--- config.mk ---
export PLATFORM = sky130hd
export DESIGN_NAME = sac_sequencer
export DESIGN_NICKNAME = d
export VERILOG_FILES = /design/src/design/sac_pkg.sv /design/src/design/sac_sequencer.sv
export VERILOG_INCLUDE_DIRS = /design/src /design/src/design
export SDC_FILE = /design/constraint.sdc
export NUM_CORES = 1
export LEC_CHECK = 0
export BUFFER_PORTS_ARGS = -buffer_cell sky130_fd_sc_hd__buf_2
export CAP_MARGIN = 15
export CORE_MARGIN = 3
export CORE_UTILIZATION = 28
export CTS_CLUSTER_SIZE = 16
export DETAILED_ROUTE_END_ITERATION = 16
export PLACE_DENSITY = 0.57
export SYNTH_ARGS = -nofsm -noshare
export SYNTH_HDL_FRONTEND = slang
export SYNTH_SLANG_ARGS = --single-unit
--- constraint.sdc ---
create_clock -name CORE_CLK -period 5.1 [get_ports CORE_CLK]
set_clock_uncertainty 0.2 [all_clocks]
set_input_delay 0.765 -clock CORE_CLK [delete_from_list [all_inputs] [get_ports CORE_CLK]]
set_output_delay 0.765 -clock CORE_CLK [all_outputs]
set_load 0.03 [all_outputs]
--- src/design/sac_defs.svh ---
// Register offsets, field positions, reset values and timing counts of the converter sequencer.
// Included by the design; holds definitions only.
`ifndef SAC_DEFS_SVH
`define SAC_DEFS_SVH
// Register indexes; the bus byte address is four times the index.
`define SAC_IDX_CTL_ONE     8'h26
`define SAC_IDX_CTL_TWO     8'h27
`define SAC_IDX_RES_LOW     8'h28
`define SAC_IDX_RES_HIGH    8'h29
// Reset values.
`define SAC_RST_CTL_ONE     8'h10
`define SAC_RST_CTL_TWO     4'h0
`define SAC_RST_RES         10'h000
// Field positions.
`define SAC_CTL1_TRIG_BIT   7
`define SAC_LOW_DONE_BIT    5
`define SAC_LOW_BUSY_BIT    4
`define SAC_CTL2_LADDER_BIT 5
`define SAC_CTL2_FIXED_BIT  4
// Conversion times in system clock periods.
`define SAC_CT_39           11'd39
`define SAC_CT_78           11'd78
`define SAC_CT_156          11'd156
`define SAC_CT_312          11'd312
`define SAC_CT_624          11'd624
`define SAC_CT_1248         11'd1248
// Decisions per conversion and start lockout after clearing control one.
`define SAC_NBITS           12'd10
`define SAC_LOCK_CYC        3'd4
`endif

--- src/design/sac_pkg.sv ---
// Types shared by the converter sequencer.
// Assumes sac_defs.svh is on the include path.
package sac_pkg;
	typedef enum logic [1:0] {
		SAC_MD_OFF = 2'b00,
		SAC_MD_SW  = 2'b01,
		SAC_MD_RSV = 2'b10,
		SAC_MD_REP = 2'b11
	} sac_mode_t;

	typedef enum logic [1:0] {
		SAC_ST_IDLE = 2'b01,
		SAC_ST_CONV = 2'b10
	} sac_state_t;

	typedef struct packed {
		logic      trig;
		sac_mode_t mode;
		logic      in_dis;
		logic [3:0] chan;
	} sac_ctl1_t;

	typedef struct packed {
		logic       ladder;
		logic [2:0] ack;
	} sac_ctl2_t;
endpackage : sac_pkg

--- src/design/sac_sequencer.sv ---
// Control and result logic of a 10-bit successive-approximation converter.
// Assumes a single 100 MHz clock, an Avalon-MM master, and an analog front end
// whose comparator output is asynchronous to the clock.
//
// What this block does
// - High result register shows result bits 9..2, bit 9 on top.
// - Low register holds bits 1..0 in 7..6, done in 5, busy in 4.
// - Done flag reads zero before and during a triggered conversion, one after completion; repeat restarts keep it set.
// - Busy rises at conversion start, falls at finish except in repeat mode, forced low by STOP.
// - Reading the high result clears done; software reads low first.
// - Low register bits 3..0 are undefined; this design returns zero.
// - Software mode: writing the trigger starts one conversion of the selected channel.
// - On completion store result, set done and raise the interrupt together.
// - The trigger bit clears itself once the conversion has begun.
// - Repeat mode: trigger starts conversions, each completion starts the next.
// - Writing disable mode stops conversion at once, partial result discarded.
// - Result appears only after the selected conversion time from start.
// - A triggered start clears done but keeps the old result until completion.
// - STOP aborts conversion, resets both control registers, loses the result.
// - After STOP nothing restarts by itself; software reprograms and retriggers.
// - During STOP the reference ladder is disconnected.
// - Software mode starts on the trigger write once idle and past the lockout; no external event qualifies it.
// - Control one: trigger bit 7, mode 6..5, input disable 4, channel 3..0.
// - Time codes 000,010..110 give 39,78,156,312,624,1248 clocks; 001,111 reserved.
// - After control one is written zero, no start for four cycles.
// - Ladder option clear: connected only while converting; set: connected except during STOP.
//
// Design decision made here: the Avalon-MM register port.
`timescale 1ns/1ps
`include "sac_defs.svh"

module sac_sequencer
	import sac_pkg::*;
(
	// Clock and reset.
	input  wire logic        CORE_CLK,
	input  wire logic        SYS_RST,
	// Avalon-MM register slave, word addressed.
	input  wire logic [7:0]  AVS_ADDRESS,
	input  wire logic        AVS_READ,
	input  wire logic        AVS_WRITE,
	input  wire logic [31:0] AVS_WRITEDATA,
	input  wire logic [3:0]  AVS_BYTEENABLE,
	output logic      [31:0] AVS_READDATA,
	output logic             AVS_WAITREQUEST,
	// System and analog front end.
	input  wire logic        STANDBY_STOP,
	input  wire logic        COMP_IN,
	output logic      [9:0]  DAC_CODE,
	output logic             SAMPLE_HOLD,
	output logic             LADDER_ON,
	output logic      [3:0]  CHANNEL_SEL,
	output logic             INPUT_DISABLE,
	// Interrupt request toward the interrupt controller.
	output logic             CONV_DONE_IRQ
);

	// ------------------------------------------------------------
	// Declarations
	// ------------------------------------------------------------
	sac_state_t  state_r;
	sac_ctl1_t   ctl1_r;
	sac_ctl2_t   ctl2_r;
	logic [9:0]  result_r;
	logic [9:0]  work_r;
	logic [9:0]  work_nxt;
	logic [3:0]  bit_idx_r;
	logic [11:0] acc_r;
	logic [10:0] tconv_r;
	logic [10:0] cyc_r;
	logic [2:0]  lock_r;
	logic        done_r;
	logic        irq_r;
	logic        sample_r;
	logic        rd_pend_r;
	logic [31:0] rdata_r;
	logic        comp_m_r;
	logic        comp_s_r;
	logic        busy;
	logic        wr_ok;
	logic        rd_ok;
	logic        wr_c1;
	logic        start_go;
	logic        decide;
	logic        conv_end;
	logic        abort;

	// ------------------------------------------------------------
	// Bus slave
	// ------------------------------------------------------------

	// Reads wait one cycle so that read data come from a flip-flop; writes finish at once.
	assign AVS_WAITREQUEST = AVS_READ & ~rd_pend_r;
	assign rd_ok = AVS_READ & rd_pend_r;
	assign wr_ok = AVS_WRITE & AVS_BYTEENABLE[0];
	assign wr_c1 = wr_ok & (AVS_ADDRESS == `SAC_IDX_CTL_ONE) & ~STANDBY_STOP;
	assign AVS_READDATA = rdata_r;

	// Read pending toggles so each read ends after exactly one wait cycle.
	always_ff @(posedge CORE_CLK) begin
		if (SYS_RST)
			rd_pend_r <= 1'b0;
		else
			rd_pend_r <= AVS_READ & ~rd_pend_r;
	end

	// Read data mux; unmapped addresses read as zero.
	always_ff @(posedge CORE_CLK) begin
		if (SYS_RST) begin
			rdata_r <= 32'h0000_0000;
		end else if (AVS_READ & ~rd_pend_r) begin
			case (AVS_ADDRESS)
				`SAC_IDX_CTL_ONE:  rdata_r <= {24'h00_0000, ctl1_r};
				`SAC_IDX_CTL_TWO:  rdata_r <= {26'h000_0000, ctl2_r.ladder, 1'b1, ctl2_r.ack, 1'b0};
				`SAC_IDX_RES_LOW:  rdata_r <= {24'h00_0000, result_r[1:0], done_r, busy, 4'h0};
				`SAC_IDX_RES_HIGH: rdata_r <= {24'h00_0000, result_r[9:2]};
				default:           rdata_r <= 32'h0000_0000;
			endcase
		end
	end

	// ------------------------------------------------------------
	// Control registers
	// ------------------------------------------------------------

	// Control one; STOP holds it at its reset value and blocks writes.
	always_ff @(posedge CORE_CLK) begin
		if (SYS_RST || STANDBY_STOP) begin
			ctl1_r <= `SAC_RST_CTL_ONE;
		end else begin
			if (wr_c1) begin
				ctl1_r.mode   <= sac_mode_t'(AVS_WRITEDATA[6:5]);
				ctl1_r.in_dis <= AVS_WRITEDATA[4];
				ctl1_r.chan   <= AVS_WRITEDATA[3:0];
			end
			// The trigger only sets on write; it drops when the conversion begins.
			if (start_go)
				ctl1_r.trig <= 1'b0;
			else if (wr_c1 && AVS_WRITEDATA[`SAC_CTL1_TRIG_BIT])
				ctl1_r.trig <= 1'b1;
		end
	end

	// Control two holds the ladder option and the time code.
	always_ff @(posedge CORE_CLK) begin
		if (SYS_RST || STANDBY_STOP)
			ctl2_r <= `SAC_RST_CTL_TWO;
		else if (wr_ok && AVS_ADDRESS == `SAC_IDX_CTL_TWO)
			ctl2_r <= {AVS_WRITEDATA[`SAC_CTL2_LADDER_BIT], AVS_WRITEDATA[3:1]};
	end

	// Start lockout after control one is cleared; the mode decode settles in that time.
	always_ff @(posedge CORE_CLK) begin
		if (SYS_RST)
			lock_r <= 3'd0;
		else if (wr_c1 && AVS_WRITEDATA[7:0] == 8'h00)
			lock_r <= `SAC_LOCK_CYC;
		else if (lock_r != 3'd0)
			lock_r <= lock_r - 3'd1;
	end

	// ------------------------------------------------------------
	// Sequencing
	// ------------------------------------------------------------

	// Conversion time per code; reserved codes fall back to the longest time.
	function automatic logic [10:0] conv_time(input logic [2:0] code);
		case (code)
			3'b000:  conv_time = `SAC_CT_39;
			3'b010:  conv_time = `SAC_CT_78;
			3'b011:  conv_time = `SAC_CT_156;
			3'b100:  conv_time = `SAC_CT_312;
			3'b101:  conv_time = `SAC_CT_624;
			default: conv_time = `SAC_CT_1248;
		endcase
	endfunction

	assign busy = (state_r == SAC_ST_CONV);
	// A start needs the trigger in a converting mode while idle, outside the lockout and STOP; no further event qualifies it.
	assign start_go = ~STANDBY_STOP & ~busy & ctl1_r.trig & (lock_r == 3'd0) &
		(ctl1_r.mode == SAC_MD_SW || ctl1_r.mode == SAC_MD_REP);
	// Phase accumulator: ten decisions fall evenly over the selected time.
	// The sum stays below 1258, so twelve bits cannot overflow here.
	assign decide = busy & ((acc_r + `SAC_NBITS) >= {1'b0, tconv_r});
	assign abort = STANDBY_STOP | (wr_c1 & (AVS_WRITEDATA[6:5] == SAC_MD_OFF));
	assign conv_end = decide & (bit_idx_r == 4'd0) & ~abort;

	// Main state machine.
	always_ff @(posedge CORE_CLK) begin
		if (SYS_RST) begin
			state_r <= SAC_ST_IDLE;
		end else begin
			case (state_r)
				SAC_ST_IDLE:
					if (start_go)
						state_r <= SAC_ST_CONV;
				SAC_ST_CONV:
					if (abort)
						state_r <= SAC_ST_IDLE;
					else if (conv_end && ctl1_r.mode != SAC_MD_REP)
						state_r <= SAC_ST_IDLE;
				default:
					state_r <= SAC_ST_IDLE;
			endcase
		end
	end

	// Timing: the accumulator, the latched time and a cycle count since start.
	always_ff @(posedge CORE_CLK) begin
		if (SYS_RST) begin
			acc_r   <= 12'd0;
			tconv_r <= `SAC_CT_1248;
			cyc_r   <= 11'd0;
		end else if (start_go || (conv_end && ctl1_r.mode == SAC_MD_REP)) begin
			acc_r   <= 12'd0;
			tconv_r <= conv_time(ctl2_r.ack);
			cyc_r   <= 11'd0;
		end else if (busy) begin
			acc_r <= decide ? acc_r + `SAC_NBITS - {1'b0, tconv_r} : acc_r + `SAC_NBITS;
			cyc_r <= cyc_r + 11'd1;
		end
	end

	// Comparator synchroniser; only the second stage is read.
	always_ff @(posedge CORE_CLK) begin
		if (SYS_RST) begin
			comp_m_r <= 1'b0;
			comp_s_r <= 1'b0;
		end else begin
			comp_m_r <= COMP_IN;
			comp_s_r <= comp_m_r;
		end
	end

	// Trial bit resolution: keep the bit if input is at or above the trial, then try the next.
	always_comb begin
		work_nxt = work_r;
		if (!comp_s_r)
			work_nxt[bit_idx_r] = 1'b0;
		if (bit_idx_r != 4'd0)
			work_nxt[bit_idx_r - 4'd1] = 1'b1;
	end

	// Successive approximation register, MSB first.
	always_ff @(posedge CORE_CLK) begin
		if (SYS_RST) begin
			work_r    <= 10'h000;
			bit_idx_r <= 4'd0;
		end else if (start_go || (conv_end && ctl1_r.mode == SAC_MD_REP)) begin
			work_r    <= 10'h200;
			bit_idx_r <= 4'd9;
		end else if (decide) begin
			work_r    <= work_nxt;
			bit_idx_r <= (bit_idx_r == 4'd0) ? 4'd0 : bit_idx_r - 4'd1;
		end
	end

	// ------------------------------------------------------------
	// Results and flags
	// ------------------------------------------------------------

	// Result register; an aborted conversion never reaches it, STOP clears it.
	always_ff @(posedge CORE_CLK) begin
		if (SYS_RST || STANDBY_STOP)
			result_r <= `SAC_RST_RES;
		else if (conv_end)
			result_r <= work_nxt;
	end

	// Done flag; completion wins over a clearing high read in the same cycle.
	always_ff @(posedge CORE_CLK) begin
		if (SYS_RST || STANDBY_STOP)
			done_r <= 1'b0;
		else if (conv_end)
			done_r <= 1'b1;
		else if (start_go)
			done_r <= 1'b0;
		else if (rd_ok && AVS_ADDRESS == `SAC_IDX_RES_HIGH)
			done_r <= 1'b0;
	end

	// Interrupt and sample pulses, one cycle each.
	always_ff @(posedge CORE_CLK) begin
		if (SYS_RST) begin
			irq_r    <= 1'b0;
			sample_r <= 1'b0;
		end else begin
			irq_r    <= conv_end;
			sample_r <= start_go | (conv_end & (ctl1_r.mode == SAC_MD_REP));
		end
	end

	// Front end outputs.
	assign CONV_DONE_IRQ = irq_r;
	assign SAMPLE_HOLD   = sample_r;
	assign DAC_CODE      = work_r;
	assign CHANNEL_SEL   = ctl1_r.chan;
	assign INPUT_DISABLE = ctl1_r.in_dis;
	// Ladder follows the option, but STOP always opens it to stop reference current.
	assign LADDER_ON = ~STANDBY_STOP & (ctl2_r.ladder | busy);
endmodule : sac_sequencer

==> out/qor.csv, run 1 <==
stage,metric,value,unit
final_layout,Area Growth Syn to Fin,13.3,%
worst_setup_path,critical path data arrival time,4.50,ns
logic_synthesis,Ys Warns,0,
sta,post-route setup slack,0.630,ns
place,Placement Setup Slack,0.658,ns
final_layout,share of cells above drive strength 1,0.159,
final_layout,final design utilization,0.328,
global_route,global-route usage over all layers,0.124,
logic_synthesis,sequential area share after synthesis,0.351,
route,initial drt markers,222,
logic_synthesis,Avg Synthesized Cell Area,8.51,µm²
place,input/output buffers,49,
cts,CTS max path bufs,2,
cts,CTS tree,yes,
logic_synthesis,top post-synthesis cells by area,"dfxtp_1 35%, nor2_1 7.0%, buf_4 4.9%",
route,routed wire length,11100,µm
route,DR pass1 iterations,4,
cts,"Clk pin slew, worst setup/hold paths",0.06,ns
cts,setup bufs post-CTS,0,
logic_synthesis,Mapped Cells,523,
worst_setup_path,crit start category,flop,
place,hpwl dp,8240,µm
floorplanning,# IOs,101,
sta,RSZ-0062 raised after global routing,false,
worst_setup_path,Critical Path Max Stage Delay,0.53,ns
final_layout,"commonest non-fill, non-tap cell in the layout",nor2_1,
route,total number of vias,3786,
worst_setup_path,Crit-path slowest cell,nor4bb_1,
cts,TritonCTS Buffers,9,
route,wire per inst,14.5,µm
logic_synthesis,most common flop cell mapped by yosys,dfxtp_1,
power_and_ir_drop,leakage,1.90,nW
min_path,WHS Path Cells,1,
sta,final hold vios,0,
cts,Clock Latency Late Sink,0.34,ns
run,Max Cap Violations,0,
cts,hold_buf cts,0,
outcome,status,finished clean,
sta,Max Clock Freq,224,MHz
global_route,GRT overflow,0,
floorplanning,starting density of the core,0.290,
logic_synthesis,Yosys cell types,72,
worst_setup_path,R2R depth,13,
cts,CTS root buffer,clkbuf_16,
logic_synthesis,synthesized flop and latch total,78,
final_layout,fin area,0.00504,mm²
worst_setup_path,crit-path most repeated cell,ha_1,
cts,Sink Count,78,
final_layout,Final Non-Filler Cells,770,
global_route,largest net degree at the start of global routing,29,
power_and_ir_drop,Peak VDD IR,0.172,mV
global_route,initial antenna violation count,0,
min_path,Hold Path Class,reg -> reg,
sta,final-report setup violation count,0,
sta,Tcrit/Tclk final,0.877,
worst_setup_path,Crit Path Class,reg -> reg,
worst_setup_path,Worst EP required,5.13,ns
cts,cts repair resizes,0,
final_layout,final net count,620,
floorplanning,die width,132,µm
logic_synthesis,Post-synth EDFFs,0,
worst_setup_path,"Cell Chain, Critical Path",ha_1 -> o2111a_1 -> nand3_1 -> xnor2_1 -> ha_1 -> and3_1 -> or3b_1 -> nor4bb_1 -> a31oi_4 -> a31oi_2 -> or2_1 -> inv_4 -> a22o_1,
logic_synthesis,post-synth top area share,0.351,
sta,"Min Clock Period, post-route",4.47,ns
floorplanning,Die Ht,132,µm
final_layout,Diodes inserted,0,
logic_synthesis,Synth area leader,dfxtp_1,
global_route,first-pass GRT wire length,17900,µm
floorplanning,Die Footprint,0.0175,mm²
logic_synthesis,area of the mapped netlist,0.00445,mm²
route,Vias/cell,4.92,
place,Cells after DPL,753,
cts,H-tree depth,3,
place,GP Congestion,0.828,
route,Remaining DRCs,0,
route,Final ANT Viol Nets,0,
floorplanning,Core Rows,45,
global_route,vias in the first global route,3610,
sta,slew margin rel.,0.398,
sta,setup TNS,0,ns
sta,Worst-Margin Slew,0.898,ns
power_and_ir_drop,overall power,1.41,mW
worst_setup_path,CP Capture Type,flop,
sta,Final Max Slew Viols,0,
worst_setup_path,crit path max fanout,20,
logic_synthesis,Post-synth ARST share,0,
final_layout,Fillers,1577,
power_and_ir_drop,PD cells,280,mW/mm²
final_layout,"commonest non-fill, non-tap cells in the layout","83 x nor2_1, 78 x dfxtp_1, 49 x buf_2",
place,Area after DPL,0.00471,mm²
floorplanning,core area,0.0154,mm²
sta,hold_ws,0.250,ns
## cells by family (layout without fill, tap and decap cells)
group           Yosys count  in the layout  share of synthesized area
compound gates          128            128                      0.223
xor+xnor                 15             15                     0.0295
fa+ha+maj                16             16                     0.0466
buf+inv                  79             92                     0.0995
flops                    78             78                      0.351
mux                      20             20                     0.0455
other cells               1             24                   0.000842
simple gates            186            186                      0.205
## synth_stat cells (all sizes together) (3+ instances only)
cell type   n
a211o       3
a211oi     17
a21o        5
a21oi      27
a22o        9
a22oi      16
a31oi      10
and2        5
and3        3
buf        37
clkbuf     18
dfxtp      78
ha         15
inv        24
mux2i      18
nand2      30
nand2b      9
nand3      13
nand4       4
nor2       83
nor2b       5
nor3       14
o21ai      13
o31a        3
o32ai       3
or2         3
or3         3
xnor2      10
xor2        5
## final timing paths
check                              start          to  slack (ns)
worst max register to register  acc_r[1]  tconv_r[8]        0.63
worst min-delay path            comp_m_r    comp_s_r        0.25
worst min register to register  comp_m_r    comp_s_r        0.25
worst max-delay path            acc_r[1]  tconv_r[8]        0.63
## sequential cells by signal, summed over array words and instances, names as in the netlist, 2 cells and up
| name | cells |
|---|---|
| acc_r | 12 |
| state_r | 2 |
| ctl1_r | 3 |
| DAC_CODE | 10 |
| AVS_READDATA | 8 |
| ctl2_r | 4 |
| lock_r | 3 |
| result_r | 10 |
| CHANNEL_SEL | 4 |
| bit_idx_r | 4 |
| tconv_r | 11 |
## power breakdown
part / switching, mW / internal [mW] / total [mW]
Clock: 0.257 / 0.431 / 0.688
Combinational: 0.0732 / 0.0305 / 0.104
Sequential: 0.00444 / 0.617 / 0.622
## layer usage
layer / up-vias / share of wire / wire length, µm / global-route usage
li1: 1885 / - / - / -
met1: 1761 / 0.47 / 5190 / 0.161
met2: 121 / 0.44 / 4940 / 0.194
met3: 19 / 0.070 / 784 / 0.0416
met4: 0 / 0.020 / 221 / 0.0426
met5: - / 0 / 0 / 0
## cell type report
cell class,instances,area (µm²),area share
Clock buffer,11,233,0.0461
Clock inverter,5,82.6,0.0164
Inverter,24,92.6,0.0184
Multi-Input combinational cell,389,2530,0.503
Sequential cell,78,1560,0.310
Tap cell,211,264,0.0523
Timing Repair Buffer,52,275,0.0546
## critical path, delay by kind of cell (launching register included)
kind	cells	cell delay [ns]
AO/OA/AOI/OAI	4	1.36
XOR/XNOR	1	0.25
adder cells (fa/ha/maj)	2	0.60
buffers and inverters	1	0.10
flip-flops	1	0.39
AND/OR/NAND/NOR	5	1.47
(Power assumes the default switching activity.)
==> inputs of run 2 (changes only) <==
--- a/config.mk
+++ b/config.mk
@@ -13,6 +13,7 @@
 export CTS_CLUSTER_SIZE = 16
 export DETAILED_ROUTE_END_ITERATION = 16
 export PLACE_DENSITY = 0.57
+export RECOVER_POWER = 50
 export SYNTH_ARGS = -nofsm -noshare
 export SYNTH_HDL_FRONTEND = slang
 export SYNTH_SLANG_ARGS = --single-unit
==> run 2 against run 1 <==
  * Flip-flop and latch count did not move
  * Via count grew 0.32%
  * Largest power group unchanged
  * Final cell count unchanged
  * Global-route usage unchanged
  * Wire length fell by 0.40%
  * Core utilization is 0.40 points lower
  * Design area shrank 1.2%
  * Sequential power hardly changed
==> out/qor.csv, run 2 (synthesis results as in run 1) <==
stage,metric,value,unit,change
place,Placement Setup Slack,0.658,ns,unchanged
sta,hold_ws,0.250,ns,-0.000152 ns
worst_setup_path,worst reg2reg setup slack,0.64,ns,about the same
power_and_ir_drop,overall power,1.41,mW,-0.16%
worst_setup_path,Critical Path Max Stage Delay,0.54,ns,about the same
route,DR pass1 iterations,5,,+1
cts,"Clk pin slew, worst setup/hold paths",0.06,ns,about the same
worst_setup_path,CP Capture Type,flop,,
route,wire per inst,14.4,µm,-0.40%
worst_setup_path,crit start category,flop,,
sta,Final Max Slew Viols,0,,unchanged
final_layout,fin area,0.00498,mm²,-1.2%
floorplanning,Die Ht,132,µm,unchanged
final_layout,Final Non-Filler Cells,770,,unchanged
route,Remaining DRCs,0,,unchanged
sta,setup TNS,0,ns,unchanged
worst_setup_path,"Cell Chain, Critical Path",ha_1 -> o2111a_1 -> nand3_1 -> xnor2_1 -> ha_1 -> and3_1 -> or3b_1 -> nor4bb_1 -> a31oi_4 -> a31oi_2 -> or2_1 -> inv_4 -> a31o_1,,
worst_setup_path,"CP delay by family, top",simple AND/OR/NAND/NOR gates,,
sta,RSZ-0062 raised after global routing,false,,
final_layout,"commonest non-fill, non-tap cells in the layout","83 x nor2_1, 78 x dfxtp_1, 30 x clkbuf_1",,
sta,Max Clock Freq,224,MHz,+0.17%
sta,final hold vios,0,,unchanged
route,total number of vias,3798,,+0.32%
final_layout,"commonest non-fill, non-tap cell in the layout",nor2_1,,
cts,Clock Latency Late Sink,0.33,ns,about the same
route,Final ANT Viol Nets,0,,unchanged
floorplanning,core area,0.0154,mm²,unchanged
power_and_ir_drop,net load switching power,0.333,mW,-0.48%
route,initial drt markers,214,,-3.6%
power_and_ir_drop,leakage,1.77,nW,-7.0%
route,routed wire length,11100,µm,-0.40%
final_layout,Diodes inserted,0,,unchanged
cts,CTS max path bufs,2,,unchanged
final_layout,final net count,620,,unchanged
final_layout,Fillers,1596,,+1.2%
worst_setup_path,Crit-path slowest cell,nor4bb_1,,
power_and_ir_drop,Peak VDD IR,0.172,mV,about the same
final_layout,sequential cell area,0.00156,mm²,unchanged
outcome,status,finished clean,,
power_and_ir_drop,register share of total power,0.441,,about the same
sta,post-route setup slack,0.637,ns,+0.00747 ns
place,Cells after DPL,753,,unchanged
final_layout,number of flip-flops under the largest register name,12,,unchanged
sta,slew margin rel.,0.132,,-0.266
cts,CTS root buffer,clkbuf_16,,
power_and_ir_drop,Comb pwr share,0.072,,about the same
final_layout,Largest Register,acc_r,,
worst_setup_path,Crit Path Class,reg -> reg,,
place,hpwl dp,8240,µm,unchanged
worst_setup_path,Worst EP required,5.13,ns,about the same
final_layout,Largest regs,"acc_r x12, tconv_r x11",,
worst_setup_path,crit path max fanout,20,,unchanged
worst_setup_path,crit-path most repeated cell,ha_1,,
power_and_ir_drop,sw frac,0.236,,-0.000740
final_layout,share of cells above drive strength 1,0.104,,-0.0555
floorplanning,Die Footprint,0.0175,mm²,unchanged
place,Area after DPL,0.00471,mm²,unchanged
global_route,vias in the first global route,3610,,unchanged
sta,Tcrit/Tclk final,0.875,,-0.00146
cts,CTS tree,yes,,
worst_setup_path,Buf/Inv on CP,1,,unchanged
global_route,GRT overflow,0,,unchanged
cts,H-tree depth,3,,unchanged
global_route,first-pass GRT wire length,17900,µm,unchanged
power_and_ir_drop,PD cells,283,mW/mm²,+1.1%
floorplanning,die width,132,µm,unchanged
floorplanning,starting density of the core,0.290,,unchanged
place,GP Congestion,0.828,,unchanged
cts,Sink Count,78,,unchanged
min_path,Hold Path Class,reg -> reg,,
global_route,largest net degree at the start of global routing,29,,unchanged
cts,cts repair resizes,0,,unchanged
cts,setup bufs post-CTS,0,,unchanged
global_route,global-route usage over all layers,0.124,,unchanged
final_layout,Area Growth Syn to Fin,11.9,%,
cts,TritonCTS Buffers,9,,unchanged
sta,final-report setup violation count,0,,unchanged
power_and_ir_drop,cell internal pwr,1.08,mW,about the same
global_route,initial antenna violation count,0,,unchanged
place,input/output buffers,49,,unchanged
floorplanning,Core Rows,45,,unchanged
sta,Worst-Margin Slew,1.29,ns,+0.394 ns
worst_setup_path,critical path data arrival time,4.49,ns,about the same
route,Vias/cell,4.93,,+0.32%
floorplanning,# IOs,101,,unchanged
power_and_ir_drop,Clk network pwr share,0.487,,about the same
final_layout,final design utilization,0.324,,-0.00399
run,Max Cap Violations,0,,unchanged
cts,hold_buf cts,0,,unchanged
final_layout,area occupied by multi-input gates,0.00251,mm²,-0.94%
sta,"Min Clock Period, post-route",4.46,ns,-0.00747 ns
[run 2: layout make-up]
cell class | instances | area share
well taps | 211 | 0.0530
clock buffers | 11 | 0.0467
repair buffers | 52 | 0.0477
multi-input cells | 389 | 0.504
inverters | 24 | 0.0186
clock inverters | 5 | 0.0166
flip-flops and latches | 78 | 0.313
[run 2: routing by layer]
metal  vias up  track usage  part of all wire
li1       1884            -                 -
met2       128        0.194              0.45
met4         0       0.0426             0.020
met5         -            0                 0
met1      1768        0.161              0.46
met3        18       0.0416             0.075
[run 2: path summary, 6_finish.rpt]
path | to | cells past startpoint | startpoint
max | bit_idx_r[3] | 13 | acc_r[1]
min reg2reg | comp_s_r | 1 | comp_m_r
max reg2reg | bit_idx_r[3] | 13 | acc_r[1]
min | comp_s_r | 1 | comp_m_r
[run 2: worst register-to-register path, delay by kind of cell (launching register included)]
| kind | cells | cell delay (ns) |
|---|---|---|
| and+or+nand+nor | 5 | 1.46 |
| xor gates and xnor gates | 1 | 0.25 |
| AOI/OAI and AO/OA | 4 | 1.36 |
| adders and majority gates | 2 | 0.60 |
| buffers and inverters | 1 | 0.10 |
| DFF | 1 | 0.40 |
[run 2: power groups by stage]
stage / Combinational (mW) / Clock, mW / Sequential, mW
after floorplan: 0.0948 / 0 / 0.634
after global placement: 0.103 / 0 / 0.635
after detailed placement: 0.104 / 0 / 0.635
after CTS: 0.105 / 0.702 / 0.622
after global routing: 0.113 / 0.724 / 0.622
final: 0.102 / 0.687 / 0.622
